==> config.mk <==
export PLATFORM = sky130hd
export DESIGN_NAME = cnm_nmt_slave
export DESIGN_NICKNAME = d
export VERILOG_FILES = /design/src/rtl/cnm_pkg.sv /design/src/rtl/cnm_hb_consumer.sv /design/src/rtl/cnm_nmt_slave.sv
export SDC_FILE = /design/constraint.sdc
export NUM_CORES = 1
export LEC_CHECK = 0
export CORE_ASPECT_RATIO = 0.6
export CORE_UTILIZATION = 42
export DETAILED_ROUTE_END_ITERATION = 8
export DONT_BUFFER_PORTS = 1
export SLEW_MARGIN = 10
export SYNTH_ARGS = -nofsm -noshare
export SYNTH_HDL_FRONTEND = slang
export SYNTH_SLANG_ARGS = --single-unit
==> constraint.sdc <==
create_clock -name clk -period 5.5 [get_ports clk]
set_clock_uncertainty 0.15 [all_clocks]
set_input_delay 0 -clock clk [delete_from_list [all_inputs] [get_ports clk]]
set_output_delay 0 -clock clk [all_outputs]
set_load 0.02 [all_outputs]
==> src/rtl/cnm_pkg.sv <==
package cnm_pkg;
   // function codes (upper four of eleven identifier bits)
   localparam logic [3:0] FC_NMT = 4'h0;
   localparam logic [3:0] FC_SYNC_EMCY = 4'h1;
   localparam logic [3:0] FC_TIME = 4'h2;
   localparam logic [3:0] FC_TPDO1 = 4'h3;
   localparam logic [3:0] FC_RPDO4 = 4'hA;
   localparam logic [3:0] FC_SDO_TX = 4'hB;
   localparam logic [3:0] FC_SDO_RX = 4'hC;
   localparam logic [3:0] FC_ERRCTL = 4'hE;
   localparam logic [10:0] ID_NMT = 11'h000;
   localparam logic [10:0] ID_SYNC = 11'h080;
   localparam logic [10:0] ID_TIME = 11'h100;
   localparam logic [10:0] ID_EMCY_BASE = 11'h080;
   localparam logic [10:0] ID_SDO_TX_BASE = 11'h580;
   localparam logic [10:0] ID_SDO_RX_BASE = 11'h600;
   localparam logic [10:0] ID_HB_BASE = 11'h700;
   // node-control command codes
   localparam logic [7:0] CS_START = 8'h01;
   localparam logic [7:0] CS_STOP = 8'h02;
   localparam logic [7:0] CS_PREOP = 8'h80;
   localparam logic [7:0] CS_RST_APP = 8'h81;
   localparam logic [7:0] CS_RST_COM = 8'h82;
   localparam logic [6:0] NODE_BCAST = 7'h00;
   // heartbeat state bytes
   localparam logic [7:0] HB_BOOT = 8'h00;
   localparam logic [7:0] HB_STOPPED = 8'h04;
   localparam logic [7:0] HB_OPER = 8'h05;
   localparam logic [7:0] HB_PREOP = 8'h7F;
   // error register values
   localparam logic [7:0] ERREG_NONE = 8'h00;
   localparam logic [7:0] ERREG_GENERIC = 8'h01;
   localparam logic [7:0] ERREG_INTERNAL = 8'h80;
   localparam logic [15:0] OD_ERREG_INDEX = 16'h1001;
   localparam logic [15:0] EMCY_CLEAR_CODE = 16'h0000;
   // reset values and timing constants
   localparam logic [15:0] HB_CNT_RST = 16'h0000;
   localparam int CLK_HZ = 10_000_000;
   localparam int MS_NS = 1_000_000;
   localparam int CLK_NS = 1_000_000_000 / CLK_HZ;
   localparam int TICK_CYC = MS_NS / CLK_NS;
   localparam int INIT_CYC = 2;

   typedef enum logic [5:0] {
      ST_RST_APP = 6'b000001,
      ST_RST_COM = 6'b000010,
      ST_BOOT = 6'b000100,
      ST_PREOP = 6'b001000,
      ST_OPER = 6'b010000,
      ST_STOP = 6'b100000
   } cnm_state_t;
endpackage

==> src/rtl/cnm_hb_consumer.sv <==
`timescale 1ns/100ps
module cnm_hb_consumer
   import cnm_pkg::*;
#(
   parameter int TICK_CYCLES = TICK_CYC
) (
   input wire logic clk,
   input wire logic resetn,
   input wire logic enable,
   input wire logic [15:0] timeout_ms,
   input wire logic seen,
   output logic lost
);
   typedef struct packed {
      logic [15:0] ms;
      logic [31:0] div;
      logic lost;
   } cnm_hbc_t;
   cnm_hbc_t s_q, s_d;

   always_comb begin
      s_d = s_q;
      if (!enable || seen) begin
         s_d.ms = HB_CNT_RST;
         s_d.div = '0;
         if (seen) begin
            s_d.lost = 1'b0;
         end
      end else if (timeout_ms != HB_CNT_RST && !s_q.lost) begin
         if (s_q.div == 32'(TICK_CYCLES - 1)) begin
            s_d.div = '0;
            s_d.ms = s_q.ms + 16'h0001;
            if (s_q.ms + 16'h0001 >= timeout_ms) begin
               s_d.lost = 1'b1;
            end
         end else begin
            s_d.div = s_q.div + 32'h00000001;
         end
      end
   end

   always_ff @(posedge clk) begin
      if (!resetn) begin
         s_q <= '0;
      end else begin
         s_q <= s_d;
      end
   end

   assign lost = s_q.lost;

   a_lost_clears: assert property (@(posedge clk) disable iff (!resetn)
      seen |=> !lost) else $error("lost flag stays after heartbeat");
endmodule

==> src/rtl/cnm_nmt_slave.sv <==
`timescale 1ns/100ps
module cnm_nmt_slave
   import cnm_pkg::*;
#(
   parameter int TICK_CYCLES = TICK_CYC
) (
   input wire logic clk,
   input wire logic resetn,
   input wire logic [6:0] node_id,
   input wire logic sync_mode,
   input wire logic [15:0] hb_prod_ms,
   input wire logic [15:0] hb_cons_ms,
   input wire logic [6:0] hb_cons_node,
   input wire logic rx_valid,
   input wire logic [10:0] rx_id,
   input wire logic [7:0] rx_byte0,
   input wire logic [7:0] rx_byte1,
   input wire logic fault,
   input wire logic [15:0] fault_code,
   input wire logic [39:0] vendor_code,
   input wire logic [15:0] od_index,
   input wire logic tx_ready,
   output logic tx_valid,
   output logic [10:0] tx_id,
   output logic [3:0] tx_len,
   output logic [63:0] tx_data,
   output logic [5:0] nmt_state,
   output logic app_reset,
   output logic pdo_rx_valid,
   output logic [1:0] pdo_rx_num,
   output logic sdo_rx_valid,
   output logic sync_pulse,
   output logic time_valid,
   output logic [7:0] err_reg,
   output logic [7:0] od_data,
   output logic hb_lost,
   output logic err_state
);
   import cnm_pkg::*;

   typedef struct packed {
      cnm_state_t st;
      logic [3:0] init_cnt;
      logic boot_pend;
      logic [7:0] cmd;
      logic cmd_pend;
      logic [15:0] hb_ms;
      logic [31:0] hb_div;
      logic hb_pend;
      logic emcy_pend;
      logic [15:0] emcy_code;
      logic fault_seen;
      logic err_state;
      logic [7:0] err_reg;
      logic tx_valid;
      logic [10:0] tx_id;
      logic [3:0] tx_len;
      logic [63:0] tx_data;
      logic app_reset;
      logic pdo_rx_valid;
      logic [1:0] pdo_rx_num;
      logic sdo_rx_valid;
      logic sync_pulse;
      logic time_valid;
      logic [7:0] od_data;
      logic hb_lost;
   } cnm_slave_t;

   cnm_slave_t s_q, s_d;
   logic lost_w;
   logic own_peer;
   logic addr_ok;
   logic cmd_known;
   logic is_run;
   logic comm_ok;
   logic hb_seen;
   logic [3:0] fc;
   logic [7:0] hb_byte;

   assign fc = rx_id[10:7];
   assign own_peer = rx_id[6:0] == node_id && node_id != NODE_BCAST;
   assign addr_ok = rx_byte1[7] == 1'b0 &&
      (rx_byte1[6:0] == NODE_BCAST || rx_byte1[6:0] == node_id);
   assign cmd_known = rx_byte0 == CS_START || rx_byte0 == CS_STOP || rx_byte0 == CS_PREOP ||
      rx_byte0 == CS_RST_APP || rx_byte0 == CS_RST_COM;
   assign is_run = s_q.st == ST_PREOP || s_q.st == ST_OPER || s_q.st == ST_STOP;
   assign comm_ok = s_q.st == ST_PREOP || s_q.st == ST_OPER;
   assign hb_seen = rx_valid && fc == FC_ERRCTL && rx_id[6:0] == hb_cons_node;

   always_comb begin
      case (s_q.st)
         ST_OPER: hb_byte = HB_OPER;
         ST_STOP: hb_byte = HB_STOPPED;
         ST_PREOP: hb_byte = HB_PREOP;
         default: hb_byte = HB_BOOT;
      endcase
   end

   // consumer timeout runs in its own counter, held cleared outside pre-operational, operational and stopped
   cnm_hb_consumer #(
      .TICK_CYCLES(TICK_CYCLES)
   ) u_hbc (
      .clk(clk),
      .resetn(resetn),
      .enable(comm_ok || s_q.st == ST_STOP),
      .timeout_ms(hb_cons_ms),
      .seen(hb_seen),
      .lost(lost_w)
   );

   always_comb begin
      s_d = s_q;
      s_d.pdo_rx_valid = 1'b0;
      s_d.sdo_rx_valid = 1'b0;
      s_d.sync_pulse = 1'b0;
      s_d.time_valid = 1'b0;
      s_d.app_reset = 1'b0;
      s_d.hb_lost = lost_w;
      s_d.od_data = (od_index == OD_ERREG_INDEX) ? s_q.err_reg : 8'h00;
      if (s_q.tx_valid && tx_ready) begin
         s_d.tx_valid = 1'b0;
      end

      case (s_q.st)
         ST_RST_APP: begin
            s_d.app_reset = 1'b1;
            s_d.init_cnt = s_q.init_cnt + 4'h1;
            if (s_q.init_cnt == 4'(INIT_CYC - 1)) begin
               s_d.init_cnt = '0;
               s_d.st = ST_RST_COM;
            end
         end
         ST_RST_COM: begin
            s_d.cmd_pend = 1'b0;
            s_d.hb_ms = HB_CNT_RST;
            s_d.hb_div = '0;
            s_d.hb_pend = 1'b0;
            s_d.init_cnt = s_q.init_cnt + 4'h1;
            if (s_q.init_cnt == 4'(INIT_CYC - 1)) begin
               s_d.init_cnt = '0;
               s_d.st = ST_BOOT;
            end
         end
         ST_BOOT: begin
            s_d.boot_pend = 1'b1;
            s_d.st = ST_PREOP;
         end
         default: begin
         end
      endcase

      if (is_run && rx_valid) begin
         // node-control frame: no reply frame is ever queued for it
         if (rx_id == ID_NMT && addr_ok && cmd_known) begin
            s_d.cmd = rx_byte0;
            s_d.cmd_pend = 1'b1;
         end
         if (comm_ok && rx_id == ID_SYNC) begin
            s_d.sync_pulse = 1'b1;
         end
         if (comm_ok && rx_id == ID_TIME) begin
            s_d.time_valid = 1'b1;
         end
         if (comm_ok && fc == FC_SDO_RX && own_peer) begin
            s_d.sdo_rx_valid = 1'b1;
         end
         if (s_q.st == ST_OPER && own_peer && fc >= FC_TPDO1 && fc <= FC_RPDO4 &&
             fc[0] == 1'b0) begin
            s_d.pdo_rx_valid = 1'b1;
            s_d.pdo_rx_num = 2'((fc - 4'h4) >> 1);
         end
      end

      // synchronous mode holds the command until a sync arrives in pre-operational or operational
      if (s_q.cmd_pend && is_run &&
          (!sync_mode || (rx_valid && rx_id == ID_SYNC && comm_ok))) begin
         s_d.cmd_pend = 1'b0;
         case (s_q.cmd)
            CS_START: s_d.st = ST_OPER;
            CS_STOP: s_d.st = ST_STOP;
            CS_PREOP: s_d.st = ST_PREOP;
            CS_RST_APP: s_d.st = ST_RST_APP;
            CS_RST_COM: s_d.st = ST_RST_COM;
            default: s_d.st = s_q.st;
         endcase
      end

      // heartbeat producer, the only error-control method
      if (is_run && hb_prod_ms != HB_CNT_RST) begin
         if (s_q.hb_div == 32'(TICK_CYCLES - 1)) begin
            s_d.hb_div = '0;
            if (s_q.hb_ms + 16'h0001 >= hb_prod_ms) begin
               s_d.hb_ms = HB_CNT_RST;
               s_d.hb_pend = 1'b1;
            end else begin
               s_d.hb_ms = s_q.hb_ms + 16'h0001;
            end
         end else begin
            s_d.hb_div = s_q.hb_div + 32'h00000001;
         end
      end

      // fault edges queue emergency frames; a pending one is overwritten by the newest
      if (fault != s_q.fault_seen && is_run) begin
         s_d.fault_seen = fault;
         s_d.emcy_pend = 1'b1;
         s_d.emcy_code = fault ? fault_code : EMCY_CLEAR_CODE;
         s_d.err_reg = fault ? ERREG_GENERIC : ERREG_NONE;
         if (fault && fault_code[15:8] == 8'hFF) begin
            s_d.err_reg = ERREG_INTERNAL;
         end
      end

      // one frame at a time; boot-up first, then emergency, then heartbeat
      if (!s_q.tx_valid || tx_ready) begin
         if (s_q.boot_pend || s_d.boot_pend && s_q.st == ST_BOOT) begin
            s_d.boot_pend = 1'b0;
            s_d.tx_valid = 1'b1;
            s_d.tx_id = ID_HB_BASE + {4'h0, node_id};
            s_d.tx_len = 4'h1;
            s_d.tx_data = {56'h0, HB_BOOT};
         end else if (s_q.emcy_pend && comm_ok) begin
            s_d.emcy_pend = 1'b0;
            s_d.err_state = s_q.emcy_code != EMCY_CLEAR_CODE;
            s_d.tx_valid = 1'b1;
            s_d.tx_id = ID_EMCY_BASE + {4'h0, node_id};
            s_d.tx_len = 4'h8;
            s_d.tx_data = {vendor_code, s_d.err_reg, s_q.emcy_code[15:8],
               s_q.emcy_code[7:0]};
         end else if (s_q.hb_pend && is_run) begin
            s_d.hb_pend = 1'b0;
            s_d.tx_valid = 1'b1;
            s_d.tx_id = ID_HB_BASE + {4'h0, node_id};
            s_d.tx_len = 4'h1;
            s_d.tx_data = {56'h0, hb_byte};
         end
      end
   end

   always_ff @(posedge clk) begin
      if (!resetn) begin
         s_q <= '0;
         s_q.st <= ST_RST_APP;
      end else begin
         s_q <= s_d;
      end
   end

   assign tx_valid = s_q.tx_valid;
   assign tx_id = s_q.tx_id;
   assign tx_len = s_q.tx_len;
   assign tx_data = s_q.tx_data;
   assign nmt_state = s_q.st;
   assign app_reset = s_q.app_reset;
   assign pdo_rx_valid = s_q.pdo_rx_valid;
   assign pdo_rx_num = s_q.pdo_rx_num;
   assign sdo_rx_valid = s_q.sdo_rx_valid;
   assign sync_pulse = s_q.sync_pulse;
   assign time_valid = s_q.time_valid;
   assign err_reg = s_q.err_reg;
   assign od_data = s_q.od_data;
   assign hb_lost = s_q.hb_lost;
   assign err_state = s_q.err_state;

   a_reset_seq: assert property (@(posedge clk) disable iff (!resetn)
      $rose(s_q.st == ST_RST_COM) |-> $past(s_q.st == ST_RST_APP) ||
      $past(is_run)) else $error("communication reset entered from wrong state");
   a_boot_once: assert property (@(posedge clk) disable iff (!resetn)
      s_q.st == ST_BOOT |=> s_q.st == ST_PREOP ##0 s_q.boot_pend || s_q.tx_valid)
      else $error("boot-up frame not queued");
   a_start_cmd: assert property (@(posedge clk) disable iff (!resetn)
      rx_valid && rx_id == ID_NMT && rx_byte0 == CS_START && addr_ok && is_run &&
      !sync_mode && !s_q.cmd_pend |=> ##1 s_q.st == ST_OPER)
      else $error("start command not obeyed");
   a_bad_cmd: assert property (@(posedge clk) disable iff (!resetn)
      rx_valid && rx_id == ID_NMT && !cmd_known && !s_q.cmd_pend && is_run
      |=> ##1 s_q.st == $past(s_q.st, 2)) else $error("unknown command changed state");
   a_pdo_gate: assert property (@(posedge clk) disable iff (!resetn)
      pdo_rx_valid |-> $past(s_q.st == ST_OPER)) else $error("pdo outside operational");
   a_sdo_gate: assert property (@(posedge clk) disable iff (!resetn)
      sdo_rx_valid || sync_pulse |-> $past(comm_ok)) else $error("sdo or sync when gated");
   a_emcy_frame: assert property (@(posedge clk) disable iff (!resetn)
      tx_valid && tx_id == ID_EMCY_BASE + {4'h0, node_id} |-> tx_len == 4'h8 &&
      tx_data[23:16] == err_reg) else $error("emergency frame malformed");
   a_hb_paced: assert property (@(posedge clk) disable iff (!resetn)
      $rose(s_q.hb_pend) |-> $past(s_q.hb_div) == 32'(TICK_CYCLES - 1))
      else $error("heartbeat off the tick");
   a_no_reply: assert property (@(posedge clk) disable iff (!resetn)
      $rose(tx_valid) |-> tx_id[10:7] == FC_SYNC_EMCY || tx_id[10:7] == FC_ERRCTL)
      else $error("unexpected frame sent");
   // the rest guard the state sequencing, the gating seen from the outputs, the error register values and the heartbeat frame length
   a_init_entry: assert property (@(posedge clk)
      !resetn |=> s_q.st == ST_RST_APP) else $error("reset did not enter initialization");
   a_app_phase: assert property (@(posedge clk) disable iff (!resetn)
      s_q.st == ST_RST_APP |=> app_reset) else $error("application reset not signalled");
   a_boot_auto: assert property (@(posedge clk) disable iff (!resetn)
      s_q.st == ST_BOOT |=> s_q.st == ST_PREOP) else $error("boot did not reach pre-operational");
   a_stop_cmd: assert property (@(posedge clk) disable iff (!resetn)
      rx_valid && rx_id == ID_NMT && rx_byte0 == CS_STOP && addr_ok && is_run &&
      !sync_mode && !s_q.cmd_pend |=> ##1 s_q.st == ST_STOP) else $error("stop not obeyed");
   a_preop_cmd: assert property (@(posedge clk) disable iff (!resetn)
      rx_valid && rx_id == ID_NMT && rx_byte0 == CS_PREOP && addr_ok && is_run &&
      !sync_mode && !s_q.cmd_pend |=> ##1 s_q.st == ST_PREOP) else $error("preop not obeyed");
   a_rst_com_cmd: assert property (@(posedge clk) disable iff (!resetn)
      rx_valid && rx_id == ID_NMT && rx_byte0 == CS_RST_COM && addr_ok && is_run &&
      !sync_mode && !s_q.cmd_pend |=> ##1 s_q.st == ST_RST_COM) else $error("com reset missed");
   a_rst_app_cmd: assert property (@(posedge clk) disable iff (!resetn)
      rx_valid && rx_id == ID_NMT && rx_byte0 == CS_RST_APP && addr_ok && is_run &&
      !sync_mode && !s_q.cmd_pend |=> ##1 s_q.st == ST_RST_APP) else $error("app reset missed");
   a_sync_hold: assert property (@(posedge clk) disable iff (!resetn)
      is_run && s_q.cmd_pend && sync_mode && !(rx_valid && rx_id == ID_SYNC) |=>
      $stable(s_q.st)) else $error("held command applied without sync");
   a_time_gate: assert property (@(posedge clk) disable iff (!resetn)
      time_valid |-> $past(comm_ok)) else $error("time stamp when gated");
   a_stop_quiet: assert property (@(posedge clk) disable iff (!resetn)
      s_q.st == ST_STOP |=> !pdo_rx_valid && !sdo_rx_valid) else $error("object in stopped");
   a_err_values: assert property (@(posedge clk) disable iff (!resetn)
      err_reg == ERREG_NONE || err_reg == ERREG_GENERIC || err_reg == ERREG_INTERNAL)
      else $error("error register out of range");
   a_hb_frame: assert property (@(posedge clk) disable iff (!resetn)
      tx_valid && tx_id == ID_HB_BASE + {4'h0, node_id} |-> tx_len == 4'h1)
      else $error("heartbeat frame malformed");
endmodule

==> results.md, run 1 <==
- Drt via density: 5.63
- Status: finished, final reports clean
- First-pass detailed-route iteration total: 5
- Biggest register: s_q
- CP required: 5.81 ns
- Largest net degree at the start of global routing: 78
- IO Port Bufs: 0
- PD cells: 266 mW/mm2
- Routed wire length: 31900 um
- Cells after Synth: 1379
- Placement Setup Slack: 1.45 ns
- Die Width: 219 um
- Initial Util: 42.8%
- Critical-path maximum fanout: 16
- Initial antenna violation count: 1
- Vias in the first global route: 8988
- Initial drt markers: 841
- Critical Path AT: 4.49 ns
- Die height: 132 um
- Compound-Gate Fraction of Synth Area: 15.8%
- Worst slew margin: 22.2%
- Sequential area share after synthesis: 39.7%
- EDFF count, synth: 0
- Final HPWL DP: 21200 um
- Max reg flops: 81
- Clock Sinks: 235
- Commonest register cell after synthesis: dfxtp_1
- Max-slew violations: 0
- Overflow after GRT: 0
- DIE AREA: 0.0289 mm2
- Async S/R FF share, synth: 0%
- Final setup violating endpoints: 0
- Leak pwr: 0.00518 uW
- CTS Buffer Depth: 3
- Largest family of logic cells by synthesized area: simple AND/OR/NAND/NOR gates
- DRT antenna net count: 0
- Num CTS Buffers: 23
- N_diodes: 0
- Slowest stage delay, CP: 0.93 ns
- Setup crit start kind: flop
- Actual slew at the worst max-slew pin: 1.16 ns
- Clock Root Buffer: clkbuf_16
- Hold/Removal Path Class: input pin to flop
- First-pass GRT wire length: 49200 um
- Core Area: 0.0276 mm2
- Layout area overhead: 13.7%
- Slowest CP cell: a211oi_2
- Crit-path cells: nand3_1 > or3_1 > nor4_1 > xor2_1 > ha_1 > and4_1 > a221o_1 > a211oi_2 > o21ai_0 > a21oi_1
- Row cnt: 47
- Commonest cells after routing, fill and taps aside: 235 x dfxtp_1, 145 x nor2_1, 140 x dlygate4sd3_1, 80 x nand2_1, 57 x o21ai_0
- Xor/xnor cell area share of the yosys netlist: 6.51%
- Routability Congestion: 0.802
- Crit path time final: 4.18 ns
- I/O pin total: 262
- CP Class: flop to flop
- Post-synthesis simple-gate area fraction: 22.8%
- Share of cells above drive strength 1: 5.30%
- Synth Area in Adders: 3.80%
- Warnings from Yosys: 0
- Drt wl/cell: 18.1 um
- Register bit total from synthesis: 235
- Commonest non-fill, non-tap cell in the layout: dfxtp_1
- Post-CTS sizing: 0
- RSZ-0062 raised after global routing: no
- Tot Pwr: 3570 uW
- Filler Cells Inserted: 2607
- Postcts setup bufs: 0
- Worst skew pair latency: 0.54 ns
- Max rail drop VDD: 0.234 mV
- Setup_tns: 0 ns
- Highest Clock Rate: 0.239 GHz
- Vias: 9919
- Worst setup margin: 1.32 ns
- Final Hold Fails: 0
- CTS clk-pin slew, worst paths: 0.07 ns
- H-tree Lvls: 1
- CTS tree: built
- Critical Path End Type: flop
- DRC Markers: 0
- Yosys cell types: 71
- Post-Syn Area: 0.0118 mm2
- Final critical-path share of the clock period: 76.0%
- Gr usage total: 21.1%
- Fin nets: 1569
- Max-cap violations: 0
- Syn_area_per_cell: 8.59 um2
- Post-synthesis mux area share: 0.866%
## cell families after synthesis
logic type | Yosys count
AOI/OAI and AO/OA | 270
xor gates and xnor gates | 88
buffers and inverters | 217
adders and majority gates | 36
and+or+nand+nor | 522
other | 1
DFF | 235
muxes | 10
## cell usage after synthesis, types with 3 or more instances
cell | count | area share, %
nand2_1 | 80 | 2.5
o21a_1 | 6 | 0.38
dfxtp_1 | 235 | 40
nor4_2 | 3 | 0.32
a31oi_1 | 10 | 0.53
nor4b_1 | 6 | 0.44
a22o_1 | 55 | 4.1
nor2b_1 | 9 | 0.48
and2_1 | 19 | 1.0
buf_2 | 10 | 0.42
inv_1 | 47 | 1.5
nand2b_1 | 4 | 0.21
a21oi_1 | 55 | 2.3
ha_1 | 36 | 3.8
or4_1 | 11 | 0.70
a21o_1 | 7 | 0.44
o211a_1 | 7 | 0.59
o221a_2 | 3 | 0.29
and3_1 | 26 | 1.4
o211ai_1 | 7 | 0.44
o21ai_0 | 57 | 2.4
nand4b_1 | 3 | 0.22
mux2i_1 | 8 | 0.68
and4_1 | 6 | 0.44
clkbuf_1 | 53 | 1.7
nand3b_1 | 4 | 0.25
nand3_1 | 54 | 2.3
nor4_1 | 42 | 2.2
a41oi_1 | 5 | 0.37
a211oi_1 | 6 | 0.38
xor2_1 | 36 | 2.7
nand4_1 | 31 | 1.6
a31o_2 | 3 | 0.22
buf_4 | 104 | 6.6
nor3b_1 | 4 | 0.25
a22oi_1 | 28 | 1.8
or3_1 | 18 | 0.95
or2_2 | 11 | 0.58
xnor2_1 | 52 | 3.8
nor2_1 | 146 | 4.6
nor3_1 | 32 | 1.4
## final timing paths
kind	endpoint	slack [ns]	depth (start not counted)	start
min	tx_data[47]$_SDFFE_PN0P_	0.02	2	vendor_code[23]
max reg2reg	s_q[160]$_SDFF_PN0_	1.32	10	s_q[158]$_SDFF_PN0_
min reg2reg	s_q[122]$_SDFF_PN0_	0.33	2	s_q[122]$_SDFF_PN0_
max	s_q[160]$_SDFF_PN0_	1.32	10	s_q[158]$_SDFF_PN0_
## worst max-delay path: cells and delay by family, from the launching register on
family                   cells  cell delay [ns]
AO/OA/AOI/OAI                4             1.74
XOR/XNOR                     1             0.26
adder cells (fa/ha/maj)      1             0.29
flip-flops                   1             0.39
AND/OR/NAND/NOR              4             1.26
## through the flow
| stage | utilization (%) | hold WS [ns] | instances | cell area, um2 |
|---|---|---|---|---|
| floorplan | - | -0.0196 | 1380 | 11800 |
| global placement | 40.9 | -0.0165 | 1583 | 11300 |
| detailed placement | 40.9 | -0.0141 | 1583 | 11300 |
| CTS | 48.6 | 0.000107 | 1760 | 13400 |
| global route | 48.7 | 0.00103 | 1762 | 13500 |
| finish | 48.7 | 0.0207 | 1762 | 13500 |
## repair_timing
item                                    4_1_cts  5_1_grt
hold buffers                                139        2
endpoints found under the setup margin        0        0
hold endpoints to repair                    170        2
## layer usage
layer | vias to the layer above | track usage [%] | wire [um]
met5 | - | 0 | 14
met4 | 2 | 5.05 | 692
met3 | 40 | 4.43 | 2120
met2 | 287 | 30.6 | 13300
met1 | 4742 | 31.4 | 15800
li1 | 4848 | - | -
## report_power, final
group          total, uW  switching, uW  internal [uW]  leakage [uW]
combinational        251            138            113       0.00293
clock               1560            690            875      0.000361
sequential          1760           42.9           1720       0.00189
total               3570            871           2700       0.00518
## cell type report
cell class	count	area [um2]	area share, %
Clock buffer	31	646	4.80
Clock inverter	7	82.6	0.613
Inverter	47	176	1.31
Multi-Input combinational cell	928	5930	44.0
Sequential cell	235	4700	34.9
Tap cell	367	459	3.41
Timing Repair Buffer	147	1470	10.9
(Power assumes the default switching activity.)
==> run 2, diff against run 1 <==
==> constraint.sdc (replaced) <==
create_clock -name clk -period 4.11 [get_ports clk]
set_clock_uncertainty 0.15 [all_clocks]
set_input_delay 0 -clock clk [delete_from_list [all_inputs] [get_ports clk]]
set_output_delay 0 -clock clk [all_outputs]
set_load 0.02 [all_outputs]
==> run 2 against run 1 <==
Net effect:
- critical path depth fell by 2
- largest cell class unchanged
- worst setup slack got worse by 1.1 ns
- via count rose by 0.46%
- largest power group unchanged
- clock-buffer cell count fell by 2
- utilization rose by 0.71 points
- first-iteration DRC count fell by 0.71%
- sequential power rose by 34%
- sequential share of layout area fell by 0.48 points
==> results.md, run 2 (synthesis results as in run 1) <==
- Status: finished, final reports clean
- Critical-path maximum fanout: 12
- Slowest stage delay, CP: 0.74 ns
- Worst skew pair latency: 0.54 ns
- Actual slew at the worst max-slew pin: 0.970 ns
- IO Port Bufs: 0
- Final setup violating endpoints: 0
- CTS clk-pin slew, worst paths: 0.07 ns
- PD cells: 364 mW/mm2
- Fin area: 0.0137 mm2
- Overflow after GRT: 0
- Drt wl/cell: 18.0 um
- Crit-path cells: nor3_1 > o211a_4 > nand3b_1 > dlygate4sd3_1 > or4_1 > mux2i_1 > dlygate4sd3_1 > nor2_1
- First-pass detailed-route iteration total: 5
- CP Class: flop to flop
- Largest net degree at the start of global routing: 64
- N_diodes: 0
- Filler-free cell count of the finished design: 1777
- Final Hold Fails: 0
- Leak pwr: 0.00526 uW
- Final critical-path share of the clock period: 93.4%
- Postcts setup bufs: 0
- H-tree Lvls: 1
- Fin nets: 1581
- DIE AREA: 0.0289 mm2
- Row cnt: 47
- Commonest cells after routing, fill and taps aside: 233 x dfxtp_1, 145 x nor2_1, 145 x dlygate4sd3_1, 80 x nand2_1, 57 x o21ai_0
- I/O pin total: 262
- Share of cells above drive strength 1: 6.24%
- Final HPWL DP: 21100 um
- DRC Markers: 0
- DRT antenna net count: 0
- Drt via density: 5.61
- Vias: 9965
- Clock Sinks: 235
- Worst setup margin: 0.272 ns
- CTS tree: built
- Slowest CP cell: or4_1
- Core Area: 0.0276 mm2
- Worst slew margin: 35.2%
- Placement Setup Slack: 0.435 ns
- Vias in the first global route: 9282
- Layout area overhead: 15.3%
- Max-slew violations: 0
- Crit path max-delay family: simple AND/OR/NAND/NOR gates
- Gr usage total: 21.8%
- Hold/Removal Path Class: input pin to flop
- CTS Buffer Depth: 3
- Placed inst area: 0.0114 mm2
- RSZ-0062 raised after global routing: no
- Critical Path Most Common Cell: dlygate4sd3_1
- Setup_tns: 0 ns
- Initial antenna violation count: 0
- Max rail drop VDD: 0.316 mV
- Initial drt markers: 835
- Setup crit start kind: flop
- Cell Count Post-Placement: 1590
- Highest Clock Rate: 0.261 GHz
- Critical Path End Type: flop
- Max reg flops: 81
- Die height: 132 um
- Die Width: 219 um
- Routed wire length: 32100 um
- Routability Congestion: 0.806
- CP required: 4.36 ns
- Num CTS Buffers: 23
- Max-cap violations: 0
- Commonest non-fill, non-tap cell in the layout: dfxtp_1
- Clock Root Buffer: clkbuf_16
- First-pass GRT wire length: 50900 um
- Biggest register: s_q
- Initial Util: 42.8%
- Crit path time final: 3.84 ns
- Critical Path AT: 4.09 ns
- CP Buf/Inv Count: 2
run 2: changes by cell type in the layout (fill, tap and decap cells not counted), sizes merged:
cell         previous run  this run
buf                     7        14
dlygate4sd3           140       145
bufinv                  1         3
clkbuf                 31        29
inv                    48        50
clkinvlp                0         1
run 2: path summary, 6_finish.rpt:
kind                             start                          to  slack [ns]  depth (start not counted)
min reg2reg      s_q[178]$_SDFFE_PN0P_       s_q[178]$_SDFFE_PN0P_        0.33                          1
min                             resetn  u_hbc.s_q[44]$_SDFFE_PP0P_        0.02                          2
max          nmt_state[0]$_SDFFE_PN1P_       s_q[174]$_SDFFE_PN0P_        0.27                          8
max reg2reg  nmt_state[0]$_SDFFE_PN1P_       s_q[174]$_SDFFE_PN0P_        0.27                          8
run 2: report_power, final:
| part | switching, uW | internal, uW | leakage, uW |
|---|---|---|---|
| clock | 964 | 1310 | 0.000397 |
| sequential | 56.3 | 2300 | 0.00189 |
| combinational | 186 | 153 | 0.00297 |
| total | 1210 | 3760 | 0.00526 |
run 2: layout make-up:
class / instances / area [um2]
Clock buffer: 29 / 638
Clock inverter: 12 / 170
Fill cell: 2593 / 14000
Inverter: 47 / 176
Multi-Input combinational cell: 928 / 5930
Sequential cell: 235 / 4710
Tap cell: 367 / 459
Timing Repair Buffer: 159 / 1580
run 2: metal layers:
| layer | wire length, um | global-route usage [%] | vias up | share of wire (%) |
|---|---|---|---|---|
| met2 | 13400 | 32.4 | 311 | 42 |
| met5 | 0 | 0 | - | 0 |
| met1 | 15600 | 31.6 | 4748 | 49 |
| met3 | 2270 | 5.14 | 52 | 7.1 |
| met4 | 722 | 5.05 | 0 | 2.3 |
| li1 | - | - | 4854 | - |
run 2: timing repair:
action / in CTS / in global routing
gates resized for setup: 0 / 4
setup endpoints to repair: 0 / 4
hold buffers: 146 / 0
endpoints found under the hold margin: 175 / 0
run 2: stage by stage:
stage	utilization, %	hold slack [ns]	total power, uW
final	49.4	0.0235	4960
after global routing	49.4	0.0103	5150
after floorplan	-	-0.0196	2620
after global placement	41.1	-0.0164	2640
after detailed placement	41.1	-0.0141	2650
after CTS	49.4	0.00354	5000
